$ cat src/nvm_ctrl_pkg.sv
// Package: register map, field positions and timing for the NVM program control block
package nvm_ctrl_pkg;

  // ----------------------------------------
  // Register map
  // ----------------------------------------
  // Printed offsets are not all multiples of four: kept as indices
  localparam logic [15:0] CTRL_INDEX    = 16'h0007;
  localparam logic [15:0] OPTION_INDEX  = 16'h3dfe;
  localparam logic [31:0] CTRL_ADDR     = {14'h0000, CTRL_INDEX, 2'b00};
  localparam logic [31:0] OPTION_ADDR   = {14'h0000, OPTION_INDEX, 2'b00};
  // Own choices: window for EPROM latches, EEPROM latch, mode status
  localparam logic [31:0] EPROM_WIN_ADDR  = 32'h0001_0000;
  localparam logic [31:0] EPROM_WIN_MASK  = 32'hffff_0000;
  localparam logic [31:0] EEPROM_WR_ADDR  = 32'h0002_0000;
  localparam logic [31:0] STATUS_ADDR     = 32'h0002_0004;
  localparam logic [31:0] MODE_ADDR       = 32'h0002_0008;

  // ----------------------------------------
  // Control register fields
  // ----------------------------------------
  localparam int EPROM_LATCH_BIT  = 5;
  localparam int EPROM_PGM_BIT    = 4;
  localparam int EXT_CLOCK_OUT_ENABLE_BIT         = 3;
  localparam int EE_ERASE_BIT     = 2;
  localparam int EE_LATCH_BIT     = 1;
  localparam int EE_PUMP_BIT      = 0;
  localparam logic [7:0] CTRL_RESET = 8'h00;

  // ----------------------------------------
  // Option word fields
  // ----------------------------------------
  localparam int RESET_TIME_BIT   = 4;
  localparam int WDOG_RESET_BIT   = 3;
  localparam int WDOG_WAIT_BIT    = 2;
  localparam int PORTB_PD_BIT     = 1;
  localparam int PORTC_PD_BIT     = 0;

  // ----------------------------------------
  // Timing
  // ----------------------------------------
  localparam logic [11:0] POR_SHORT_CYCLES = 12'd16;
  localparam logic [11:0] POR_LONG_CYCLES  = 12'd4064;

  localparam int EPROM_ADDR_W = 14;
  localparam int GROUP_BYTES  = 8;

  // ----------------------------------------
  // Types
  // ----------------------------------------
  typedef enum logic [1:0] {
    EP_READ    = 2'b00,
    EP_LOAD    = 2'b10,
    EP_PROGRAM = 2'b11
  } eprom_state_t;

  typedef enum logic [2:0] {
    EE_READ       = 3'b000,
    EE_LOAD_PGM   = 3'b010,
    EE_BYTE_PGM   = 3'b011,
    EE_LOAD_ERASE = 3'b110,
    EE_BYTE_ERASE = 3'b111
  } eeprom_state_t;

  typedef struct packed {
    logic       wdog_run;
    logic [7:0] portb_pd;
    logic [7:0] portc_pd;
  } sys_opt_t;

endpackage : nvm_ctrl_pkg

$ cat src/nvm_program_ctrl.sv
// EPROM/EEPROM program control with APB register access and option word decode
`timescale 1ns/1ns
// Contract
// - Latch enable clear: EPROM reads normally and program enable forced to zero.
// - Latch enable set: EPROM reads return data unrelated to contents.
// - Stop mode entry returns EPROM control to read state.
// - Never-programmed EPROM byte reads as zero.
// - Reprogramming a byte only adds one bits; ones stay one.
// - Up to eight bytes per group sharing upper address bits.
// - Latch set, program clear: EPROM writes latch address and up to eight bytes.
// - Stop and resets clear EPROM latch enable.
// - Program enable sets only after latch and a write; software clears it only via latch.
// - EPROM state: 00 read, 10 load, 11 programming.
// - Erase select chooses erase or program; frozen once address latched.
// - EEPROM latch set, pump clear: writes latch; clear restores read.
// - Stop and resets clear EEPROM latch enable.
// - Pump bit starts high voltage; needs latched data; cleared via latch only.
// - EEPROM state: 000 read, 010, 011, 110, 111 as decoded.
// - Reset hold 16 cycles if option bit one, else 4064.
// - Watchdog runs after reset if option set, except bootstrap.
// - Watchdog keeps running in wait if option set.
// - Pull-down per pin only while option set and pin is input.
module nvm_program_ctrl
  import nvm_ctrl_pkg::*;
(
  // Clock and reset
  input  wire logic                    i_clk,
  input  wire logic                    i_rst_n,
  // APB slave
  input  wire logic                    i_psel,
  input  wire logic                    i_penable,
  input  wire logic                    i_pwrite,
  input  wire logic [31:0]             i_paddr,
  input  wire logic [31:0]             i_pwdata,
  output logic      [31:0]             o_prdata,
  output logic                         o_pready,
  output logic                         o_pslverr,
  // System mode
  input  wire logic                    i_stop_mode,
  input  wire logic                    i_wait_mode,
  input  wire logic                    i_bootstrap,
  input  wire logic [7:0]              i_option_word,
  input  wire logic [7:0]              i_portb_dir,
  input  wire logic [7:0]              i_portc_dir,
  // EPROM array side
  input  wire logic [7:0]              i_eprom_rdata,
  output logic      [EPROM_ADDR_W-1:0] o_eprom_addr,
  output logic      [7:0]              o_eprom_byte_en,
  output logic      [63:0]             o_eprom_wdata,
  output logic                         o_eprom_program,
  // EEPROM array side
  output logic      [7:0]              o_eeprom_addr,
  output logic      [7:0]              o_eeprom_wdata,
  output logic                         o_eeprom_erase,
  output logic                         o_eeprom_pump_on,
  // System outputs
  output logic                         o_ext_clock_out_enable,
  output logic                         o_reset_pin_low,
  output sys_opt_t                     o_sys_opt
);

  // ----------------------------------------
  // Bus decode
  // ----------------------------------------
  logic        wr_en;
  logic        rd_en;
  logic        hit_ctrl;
  logic        hit_opt;
  logic        hit_ep;
  logic        hit_ee;
  logic        hit_stat;
  logic        hit_mode;
  logic        mapped;

  assign wr_en    = i_psel && i_penable && i_pwrite;
  assign rd_en    = i_psel && i_penable && !i_pwrite;
  assign hit_ctrl = (i_paddr == CTRL_ADDR);
  assign hit_opt  = (i_paddr == OPTION_ADDR);
  assign hit_ep   = ((i_paddr & EPROM_WIN_MASK) == EPROM_WIN_ADDR);
  assign hit_ee   = (i_paddr[31:8] == EEPROM_WR_ADDR[31:8]) && (i_paddr[1:0] == 2'b00)
                    && (i_paddr[7:2] != 6'h01) && (i_paddr[7:2] != 6'h02);
  assign hit_stat = (i_paddr == STATUS_ADDR);
  assign hit_mode = (i_paddr == MODE_ADDR);
  assign mapped   = hit_ctrl | hit_opt | hit_ep | hit_ee | hit_stat | hit_mode;

  // Reads take one wait state so the registered data stands when ready is high
  logic        rd_wait_reg;

  always_ff @(posedge i_clk or negedge i_rst_n) begin
    if (!i_rst_n) begin
      rd_wait_reg <= 1'b0;
    end else begin
      rd_wait_reg <= rd_en && !rd_wait_reg;
    end
  end

  assign o_pready  = !rd_en || rd_wait_reg;
  assign o_pslverr = i_psel && i_penable && !mapped;

  // ----------------------------------------
  // Control bits
  // ----------------------------------------
  logic       ep_latch_reg;
  logic       ep_pgm_reg;
  logic       ee_erase_reg;
  logic       ee_latch_reg;
  logic       ee_pump_reg;
  logic       ext_clock_out_enable_reg;
  logic [7:0] ep_byte_en_reg;
  logic       ee_loaded_reg;
  logic       stop_q_reg;
  logic       stop_entry;
  logic       ctrl_wr;
  logic [7:0] wd;

  assign ctrl_wr    = wr_en && hit_ctrl;
  assign wd         = i_pwdata[7:0];
  assign stop_entry = i_stop_mode && !stop_q_reg;

  always_ff @(posedge i_clk or negedge i_rst_n) begin
    if (!i_rst_n) begin
      stop_q_reg <= 1'b0;
    end else begin
      stop_q_reg <= i_stop_mode;
    end
  end

  always_ff @(posedge i_clk or negedge i_rst_n) begin
    if (!i_rst_n) begin
      ep_latch_reg <= CTRL_RESET[EPROM_LATCH_BIT];
    end else if (stop_entry) begin
      ep_latch_reg <= 1'b0;
    end else if (ctrl_wr) begin
      ep_latch_reg <= wd[EPROM_LATCH_BIT];
    end
  end

  always_ff @(posedge i_clk or negedge i_rst_n) begin
    if (!i_rst_n) begin
      ep_pgm_reg <= CTRL_RESET[EPROM_PGM_BIT];
    end else if (stop_entry || (ctrl_wr && !wd[EPROM_LATCH_BIT]) || !ep_latch_reg) begin
      ep_pgm_reg <= 1'b0;
    end else if (ctrl_wr && wd[EPROM_PGM_BIT] && (ep_byte_en_reg != 8'h00)) begin
      ep_pgm_reg <= 1'b1;
    end
  end

  always_ff @(posedge i_clk or negedge i_rst_n) begin
    if (!i_rst_n) begin
      ext_clock_out_enable_reg <= CTRL_RESET[EXT_CLOCK_OUT_ENABLE_BIT];
    end else if (ctrl_wr) begin
      ext_clock_out_enable_reg <= wd[EXT_CLOCK_OUT_ENABLE_BIT];
    end
  end

  always_ff @(posedge i_clk or negedge i_rst_n) begin
    if (!i_rst_n) begin
      ee_latch_reg <= CTRL_RESET[EE_LATCH_BIT];
    end else if (stop_entry) begin
      ee_latch_reg <= 1'b0;
    end else if (ctrl_wr) begin
      ee_latch_reg <= wd[EE_LATCH_BIT];
    end
  end

  // Erase select may be set with the latch; frozen once the address is latched
  always_ff @(posedge i_clk or negedge i_rst_n) begin
    if (!i_rst_n) begin
      ee_erase_reg <= CTRL_RESET[EE_ERASE_BIT];
    end else if (stop_entry || (ctrl_wr && !wd[EE_LATCH_BIT])) begin
      ee_erase_reg <= 1'b0;
    end else if (ctrl_wr && !ee_loaded_reg) begin
      ee_erase_reg <= wd[EE_ERASE_BIT];
    end else if (!ee_latch_reg) begin
      ee_erase_reg <= 1'b0;
    end
  end

  always_ff @(posedge i_clk or negedge i_rst_n) begin
    if (!i_rst_n) begin
      ee_pump_reg <= CTRL_RESET[EE_PUMP_BIT];
    end else if (stop_entry || !ee_latch_reg || (ctrl_wr && !wd[EE_LATCH_BIT])) begin
      ee_pump_reg <= 1'b0;
    end else if (ctrl_wr && wd[EE_PUMP_BIT] && ee_loaded_reg) begin
      ee_pump_reg <= 1'b1;
    end
  end

  // ----------------------------------------
  // EPROM group latches
  // ----------------------------------------
  logic [EPROM_ADDR_W-4:0] ep_group_reg;
  logic [7:0]              ep_data_reg [GROUP_BYTES];
  logic                    ep_wr;

  assign ep_wr = wr_en && hit_ep && ep_latch_reg && !ep_pgm_reg;

  always_ff @(posedge i_clk or negedge i_rst_n) begin
    if (!i_rst_n) begin
      ep_byte_en_reg <= 8'h00;
      ep_group_reg   <= '0;
    end else if (!ep_latch_reg) begin
      ep_byte_en_reg <= 8'h00;
    end else if (ep_wr) begin
      // A new group discards bytes of the old one
      if (ep_byte_en_reg == 8'h00 || i_paddr[EPROM_ADDR_W-1:3] != ep_group_reg) begin
        ep_byte_en_reg <= 8'h01 << i_paddr[2:0];
      end else begin
        ep_byte_en_reg <= ep_byte_en_reg | (8'h01 << i_paddr[2:0]);
      end
      ep_group_reg <= i_paddr[EPROM_ADDR_W-1:3];
    end
  end

  genvar g;
  generate
    for (g = 0; g < GROUP_BYTES; g++) begin : g_ep_byte
      always_ff @(posedge i_clk or negedge i_rst_n) begin
        if (!i_rst_n) begin
          ep_data_reg[g] <= 8'h00;
        end else if (ep_wr && i_paddr[2:0] == 3'(g)) begin
          ep_data_reg[g] <= i_pwdata[7:0];
        end
      end
      // Array only adds ones: a zero in the data leaves the cell as is
      assign o_eprom_wdata[8*g +: 8] = ep_data_reg[g];
    end
  endgenerate

  assign o_eprom_addr    = {ep_group_reg, 3'b000};
  assign o_eprom_byte_en = ep_byte_en_reg;
  assign o_eprom_program = ep_latch_reg && ep_pgm_reg;

  // ----------------------------------------
  // EEPROM latch
  // ----------------------------------------
  logic [7:0] ee_addr_reg;
  logic [7:0] ee_data_reg;

  always_ff @(posedge i_clk or negedge i_rst_n) begin
    if (!i_rst_n) begin
      ee_loaded_reg <= 1'b0;
      ee_addr_reg   <= 8'h00;
      ee_data_reg   <= 8'h00;
    end else if (!ee_latch_reg) begin
      ee_loaded_reg <= 1'b0;
    end else if (wr_en && hit_ee && !ee_pump_reg) begin
      ee_loaded_reg <= 1'b1;
      ee_addr_reg   <= i_paddr[9:2];
      ee_data_reg   <= i_pwdata[7:0];
    end
  end

  assign o_eeprom_addr    = ee_addr_reg;
  assign o_eeprom_wdata   = ee_data_reg;
  assign o_eeprom_erase   = ee_erase_reg;
  assign o_eeprom_pump_on = ee_pump_reg;
  assign o_ext_clock_out_enable = ext_clock_out_enable_reg;

  // ----------------------------------------
  // State decode
  // ----------------------------------------
  eprom_state_t  ep_state;
  eeprom_state_t ee_state;

  always_comb begin
    case ({ep_latch_reg, ep_pgm_reg})
      2'b10:   ep_state = EP_LOAD;
      2'b11:   ep_state = EP_PROGRAM;
      default: ep_state = EP_READ;
    endcase
  end

  always_comb begin
    case ({ee_erase_reg, ee_latch_reg, ee_pump_reg})
      3'b010:  ee_state = EE_LOAD_PGM;
      3'b011:  ee_state = EE_BYTE_PGM;
      3'b110:  ee_state = EE_LOAD_ERASE;
      3'b111:  ee_state = EE_BYTE_ERASE;
      default: ee_state = EE_READ;
    endcase
  end

  // ----------------------------------------
  // Read data
  // ----------------------------------------
  logic [7:0] junk_reg;

  // Unrelated data while latched: a free running pattern
  always_ff @(posedge i_clk or negedge i_rst_n) begin
    if (!i_rst_n) begin
      junk_reg <= 8'h5a;
    end else begin
      junk_reg <= {junk_reg[6:0], junk_reg[7] ^ junk_reg[5] ^ junk_reg[4] ^ junk_reg[3]};
    end
  end

  always_ff @(posedge i_clk or negedge i_rst_n) begin
    if (!i_rst_n) begin
      o_prdata <= 32'h0000_0000;
    end else if (rd_en && !rd_wait_reg) begin
      if (hit_ctrl) begin
        o_prdata <= {26'h000_0000, ep_latch_reg, ep_pgm_reg, ext_clock_out_enable_reg,
                     ee_erase_reg, ee_latch_reg, ee_pump_reg};
      end else if (hit_opt) begin
        o_prdata <= {24'h00_0000, 3'b000, i_option_word[4:0]};
      end else if (hit_ep) begin
        // Erased cells come back as zero from the array itself
        o_prdata <= {24'h00_0000, ep_latch_reg ? junk_reg : i_eprom_rdata};
      end else if (hit_stat) begin
        o_prdata <= {24'h00_0000, 3'b000, ee_state, ep_state};
      end else if (hit_mode) begin
        o_prdata <= {24'h00_0000, ep_byte_en_reg};
      end else begin
        o_prdata <= 32'h0000_0000;
      end
    end
  end

  // ----------------------------------------
  // Power-on reset hold
  // ----------------------------------------
  logic [11:0] por_cnt_reg;
  logic        por_run_reg;
  logic [11:0] por_len;

  assign por_len = i_option_word[RESET_TIME_BIT] ? POR_SHORT_CYCLES : POR_LONG_CYCLES;

  always_ff @(posedge i_clk or negedge i_rst_n) begin
    if (!i_rst_n) begin
      por_cnt_reg <= 12'h000;
      por_run_reg <= 1'b1;
    end else if (por_run_reg) begin
      if (por_cnt_reg >= por_len - 12'd1) begin
        por_run_reg <= 1'b0;
      end else begin
        por_cnt_reg <= por_cnt_reg + 12'd1;
      end
    end
  end

  assign o_reset_pin_low = por_run_reg;

  // ----------------------------------------
  // Watchdog and pull-downs
  // ----------------------------------------
  logic wd_armed_reg;

  always_ff @(posedge i_clk or negedge i_rst_n) begin
    if (!i_rst_n) begin
      wd_armed_reg <= 1'b0;
    end else if (por_run_reg) begin
      wd_armed_reg <= i_option_word[WDOG_RESET_BIT] && !i_bootstrap;
    end
  end

  always_ff @(posedge i_clk or negedge i_rst_n) begin
    if (!i_rst_n) begin
      o_sys_opt <= '0;
    end else begin
      o_sys_opt.wdog_run <= wd_armed_reg
                            && (!i_wait_mode || i_option_word[WDOG_WAIT_BIT]);
      o_sys_opt.portb_pd <= {8{i_option_word[PORTB_PD_BIT]}} & ~i_portb_dir;
      o_sys_opt.portc_pd <= {8{i_option_word[PORTC_PD_BIT]}} & ~i_portc_dir;
    end
  end

endmodule : nvm_program_ctrl

$ cat config.mk
export PLATFORM = sky130hd
export DESIGN_NAME = nvm_program_ctrl
export DESIGN_NICKNAME = d
export VERILOG_FILES = /design/src/nvm_ctrl_pkg.sv /design/src/nvm_program_ctrl.sv
export SDC_FILE = /design/constraint.sdc
export NUM_CORES = 1
export LEC_CHECK = 0
export BUFFER_PORTS_ARGS = -buffer_cell sky130_fd_sc_hd__clkbuf_2
export CORE_MARGIN = 3
export CORE_UTILIZATION = 49
export DETAILED_ROUTE_END_ITERATION = 16
export GPL_ROUTABILITY_DRIVEN = 0
export GPL_TIMING_DRIVEN = 0
export PLACE_DENSITY = 0.8
export SLEW_MARGIN = 20
export SYNTH_ARGS = -nofsm -noshare
export SYNTH_HDL_FRONTEND = slang
export SYNTH_SLANG_ARGS = --single-unit
$ cat constraint.sdc
create_clock -name i_clk -period 2.54 [get_ports i_clk]
set_input_delay 0.381 -clock i_clk [delete_from_list [all_inputs] [get_ports i_clk]]
set_output_delay 0.381 -clock i_clk [all_outputs]
set_load 0.02 [all_outputs]
# Word-level counts from Yosys, hierarchy flattened
# Cells that the tools add are included.
# classes
n_mux	27
shift	1
n_eq_ne	25
reduce_logical	65
bitwise	14
div	0
add_sub_neg	2
n_lt_le_gt_ge	1
multipliers	0
# op_table
cell	n
32-bit two-way mux	4
32-bit by 18-bit equality test with 1-bit output, second input constant	2
8-bit two-way mux	5
1-bit logical AND	33
32-bit by 16-bit equality test with 1-bit output, second input constant	1
32-bit by 5-bit equality test with 1-bit output, second input constant	1
24-bit by 10-bit equality test with 1-bit output, second input constant	1
3-bit equality test, second input constant	6
8-bit bitwise AND	2
16-bit by 1-bit equality test with 1-bit output, second input constant	1
8-bit NOT	2
1-bit two-way mux	15
1-bit logical NOT	14
12-bit by 1-bit adder with 12-bit output, second input constant	1
3-bit by 2-bit equality test with 1-bit output, second input constant	4
12-bit greater-or-equal comparator	1
12-bit two-way mux	1
3-bit case mux with 4 select lines	1
12-bit by 1-bit subtractor with 12-bit output, second input constant	1
11-bit != test	1
8-bit logical NOT	1
1-bit logical OR	8
8-bit bitwise OR	1
8-bit nonzero test	1
other kinds (15)	27
# word_totals
n_memories	0
word_cells	164
mem_bits_rw	0
latch_bits	0
rom_bits	0
register_bits	179
output_inout_bits	158
inputBits	104

# Longest topological paths before layout
# logic_depth
ltp_word	9
ltp_mapped	7
mapped_depth_nobuf	6

# Least setup slack after synthesis
# OpenSTA, ideal clock, no wires.
# synth_timing
path_kind	input-to-output
start	input port i_paddr[3]
end	output port o_pslverr
n_path_buf	2
t_required_ps	2159
arrival_time_ps	1806
setup_slack_ps	353
cell_stages	6
cell_sequence	clkbuf_1 > nand4b_1 > or2_1 > clkbuf_1 > nor2_1 > nor4_1
# synth_between
elab_chain_cells	8
word_cells_on_any_way	15
classes_between	eq/ne: 6; bitwise: 5; reduce/logical: 4
# synth_lines
item	line	source
start, declared	nvm_program_ctrl.sv:33	input wire logic [31:0] i_paddr,
32-bit by 5-bit equality test with 1-bit output (tied with other cells)	nvm_program_ctrl.sv:77	assign hit_ctrl = (i_paddr == CTRL_ADDR);
1-bit bitwise OR / 1-bit logical AND (equally long branches) (2 in series)	nvm_program_ctrl.sv:84, nvm_program_ctrl.sv:81	
1-bit bitwise OR (2 in series)	nvm_program_ctrl.sv:84	assign mapped = hit_ctrl | hit_opt | hit_ep | hit_ee | hit_stat | hit_mode;
1-bit bitwise OR (*)	nvm_program_ctrl.sv:84	
1-bit logical NOT (*)	nvm_program_ctrl.sv:98	assign o_pslverr = i_psel && i_penable && !mapped;
1-bit logical AND (*)	nvm_program_ctrl.sv:98	
end, declared	nvm_program_ctrl.sv:37	output logic o_pslverr,
# Mark *: on every way between the ends. The rest lies on a longest branch, timed or not.

# Final worst setup path
# layout_timing
start	register ep_latch_reg
end	output port o_eprom_program
# layout_between
elab_chain_cells	1
# layout_lines
item	line	source
start, declared	nvm_program_ctrl.sv:103	logic ep_latch_reg;
start signal, assigned	nvm_program_ctrl.sv:130	ep_latch_reg <= CTRL_RESET[EPROM_LATCH_BIT];
start signal, assigned	nvm_program_ctrl.sv:134	ep_latch_reg <= wd[EPROM_LATCH_BIT];
1-bit logical AND	nvm_program_ctrl.sv:232	assign o_eprom_program = ep_latch_reg && ep_pgm_reg;
end, declared	nvm_program_ctrl.sv:50	output logic o_eprom_program,
# No other way between the ends.

==> reports/results.txt <==
number of DRC markers in iteration 0 = 243
ys async rst share = 100%
sw frac = 25.2%
CP max stage cell = clkbuf_1
Area growth syn-to-layout = 28.9%
residual DRC count = 0
Routed WL = 18300 µm
Synth warnings = 0
Die ar. = 0.0156 mm²
part of the cycle the worst path needs = 96.3%
Final #Nets = 903
PD cells = 624 mW/mm²
Reg clk slew, reported paths = 60 ps
DP Worst Slack = -342 ps
Avg WL per Cell = 18.7 µm
outcome = finished with violations
number of clock sinks = 155
placed inst area = 0.00829 mm²
Post-synth EDFFs = 0
number of hold buffers added after CTS = 0
worst hold slack = -10.9 ps
vias in the first global route = 5465
Synth Register Bits = 155
Buffers on Ports = 202
worst r2r path cells = 7
setup ws final = 94.9 ps
routed vias/inst = 5.39
Max Cap Viol = 0
critical path class = reg2out
Critical Path RT = 2160 ps
post-synthesis cell count = 539
Via Count = 5272
Max Fclk = 0.409 GHz
H-tree levels = 4
Clock Power Share = 42.2%
global-route wire length before repair = 29000 µm
Static Leak = 4.77 nW
VDD IR max = 0.468 mV
post-synthesis sequential area ratio = 56.1%
Least-Margin Pin Slew = 738 ps
final hold viol count = 5
Die W = 125 µm
Sequential Power Share = 47.8%
Core Util, Final = 66.1%
Cell Int Power = 4.16 mW
clk_skew = 5.17 ps
failing checks = hold timing
Die Y = 125 µm
grt ovf = 0
synthesized area = 0.00693 mm²
top_reg_cell synth = dfrtp_1
Switch Pwr = 1.40 mW
Critical Path Fanout Max = 10
layout cells sized above 1 = 44.3%
max reg flops = 64
Design Area, Final = 0.00893 mm²
RSZ-0062 raised after global routing = false
CP dominant cell by count = clkbuf_1
Worst slew margin = 50.2%
Clock Path Buffers = 2
Final ANT Viol Nets = 0
Logic pwr share = 10.0%
Tmin final = 2450 ps
Post-DP HPWL = 13500 µm
Clock Latency Late Sink = 410 ps
CORE AREA = 0.0135 mm²
DRT Pass-1 Iters = 4
Starting Density = 51.3%
synth unique cells = 58
number of core rows = 42
root buffer cell = clkbuf_16
initial antenna violation count = 0
# setup viols final = 0
CTS Buf Count = 17
Hold Path Class = in2async
Largest stage delay, worst path = 610 ps
antenna cell count = 0
aggregate global-route resource usage = 23.4%
startpoint types = register
Ports = 262
Mapped Avg Cell Area = 12.8 µm²
critical path cell sequence = clkbuf_1 > clkbuf_1 > and2_1 > clkbuf_2
max-slew violations = 0
CTS tree = done
Arr. time, crit path = 2060 ps
Setup crit end kind = output port
largest net degree at the start of global routing = 85
-- power groups by stage --
stage                     combinational, mW  sequential [mW]  clock (mW)
after global routing                  0.618             2.67        2.50
after CTS                             0.557             2.66        2.39
final                                 0.557             2.66        2.35
after detailed placement              0.552             2.70           0
after global placement                0.523             2.70           0
after floorplan                       0.279             2.73           0
-- logic make-up (layout without fill, tap and decap cells) --
group                    Yosys count  after routing  share of synthesized area [%]
AO/OA/AOI/OAI                     61             61                           6.03
XOR/XNOR                          26             26                           3.29
adder cells (fa/ha/maj)            8              8                           1.45
buffers and inverters             64            302                           5.11
flip-flops                       155            155                           56.1
multiplexers                     101            101                           16.3
other                              1             27                         0.0541
AND/OR/NAND/NOR                  123            123                           11.7
-- layout make-up --
type	count	area, µm²
repair buffers	207	1080
clock inverters	11	98.8
flip-flops and latches	155	3880
well taps	176	220
fillers	1040	4580
inverters	14	52.6
plain buffers	50	303
multi-input cells	346	2840
clock buffers	20	447
-- timing repair --
| item | in CTS | in global routing |
|---|---|---|
| gates resized for setup | 3 | 7 |
| pin swaps | 1 | 3 |
| buffers inserted | 0 | 4 |
| setup endpoints to repair | 1 | 8 |
| endpoints found under the hold margin | 0 | 0 |
-- cells in the mapped netlist, types with 2 or more instances --
| cell type | instances | share of area [%] |
|---|---|---|
| dfrtp_1 | 150 | 54 |
| mux2_2 | 60 | 9.8 |
| mux2_1 | 32 | 5.2 |
| buf_4 | 29 | 3.1 |
| nor2b_1 | 24 | 2.2 |
| a21oi_1 | 18 | 1.3 |
| nor2_1 | 18 | 0.98 |
| clkbuf_1 | 14 | 0.76 |
| inv_1 | 14 | 0.76 |
| o21ai_0 | 13 | 0.94 |
| xnor2_1 | 13 | 1.6 |
| xor2_1 | 13 | 1.6 |
| nand4_1 | 10 | 0.90 |
| mux2i_1 | 9 | 1.3 |
| nor3_1 | 9 | 0.65 |
| ha_1 | 8 | 1.4 |
| nand2_1 | 8 | 0.43 |
| nor4_1 | 8 | 0.72 |
| and3_1 | 6 | 0.54 |
| nand4b_1 | 6 | 0.76 |
| dfstp_2 | 5 | 1.9 |
| nand3_1 | 5 | 0.36 |
| and4_1 | 4 | 0.51 |
| buf_2 | 4 | 0.29 |
| o21bai_1 | 4 | 0.43 |
| a22o_1 | 3 | 0.38 |
| a31oi_1 | 3 | 0.27 |
| buf_1 | 3 | 0.16 |
| nand2b_1 | 3 | 0.27 |
| nand3b_2 | 3 | 0.49 |
| nor4_2 | 3 | 0.54 |
| o22a_1 | 3 | 0.38 |
| o2bb2ai_1 | 3 | 0.38 |
| a22oi_1 | 2 | 0.22 |
| a31o_2 | 2 | 0.25 |
| a32o_1 | 2 | 0.29 |
| and2_1 | 2 | 0.18 |
| nor3_4 | 2 | 0.47 |
| o2111a_1 | 2 | 0.33 |
-- critical path: cells and delay by family (launching register included) --
| kind | cells | cell delay (ps) |
|---|---|---|
| and+or+nand+nor | 1 | 240 |
| DFF | 1 | 330 |
| buffers and inverters | 3 | 1090 |
-- layer usage --
metal	wire length (µm)	vias up	track usage (%)
met3	1510	40	7.38
met5	0	-	0
li1	-	2381	-
met1	7280	2611	28.1
met2	9020	240	39.4
met4	510	0	9.25
-- metrics by stage --
stage | cells | hold WS, ps | power (mW) | TNS, ps
floorplan | 565 | 85.4 | 3.01 | 0
global placement | 943 | 358 | 3.22 | -207680
detailed placement | 944 | 366 | 3.26 | -7730
CTS | 975 | 25.2 | 5.61 | 0
global route | 979 | 53.0 | 5.79 | 0
finish | 979 | -10.9 | 5.57 | 0
-- placed cells by master, fill, tap and decap left out, types with 4 or more instances in the layout --
| cell | instances |
|---|---|
| clkbuf_2 | 202 |
| dfrtp_1 | 150 |
| mux2_2 | 60 |
| buf_4 | 33 |
| mux2_1 | 32 |
| conb_1 | 27 |
| nor2b_1 | 24 |
| a21oi_1 | 18 |
| nor2_1 | 18 |
| clkbuf_16 | 17 |
| clkbuf_1 | 15 |
| inv_1 | 14 |
| xor2_1 | 13 |
| xnor2_1 | 13 |
| o21ai_0 | 13 |
| nand4_1 | 10 |
| mux2i_1 | 9 |
| nand2_1 | 8 |
| nor3_1 | 8 |
| ha_1 | 8 |
| nand4b_1 | 6 |
| and3_1 | 6 |
| nand3_1 | 5 |
| nor4_1 | 5 |
| dfstp_2 | 5 |
| nor4_4 | 4 |
| and4_1 | 4 |
| buf_2 | 4 |
| o21bai_1 | 4 |
| clkinv_2 | 4 |
-- final timing paths --
path	to	slack, ps	startpoint
max	o_eprom_program	90	ep_latch_reg$_DFFE_PN0P_
max reg2reg	por_cnt_reg[11]$_DFFE_PN0P_	140	por_cnt_reg[8]$_DFFE_PN0P_
min	por_cnt_reg[1]$_DFFE_PN0P_	-10	i_rst_n
max in group asynchronous	o_eprom_wdata[39]$_DFFE_PN0P_	1770	i_rst_n
min reg2reg	junk_reg[4]$_DFF_PN1_	380	junk_reg[3]$_DFF_PN1_
min in group i_clk	o_sys_opt[5]$_DFF_PN0_	110	i_portc_dir[5]
No activity file was read; power rests on OpenSTA's default activity.
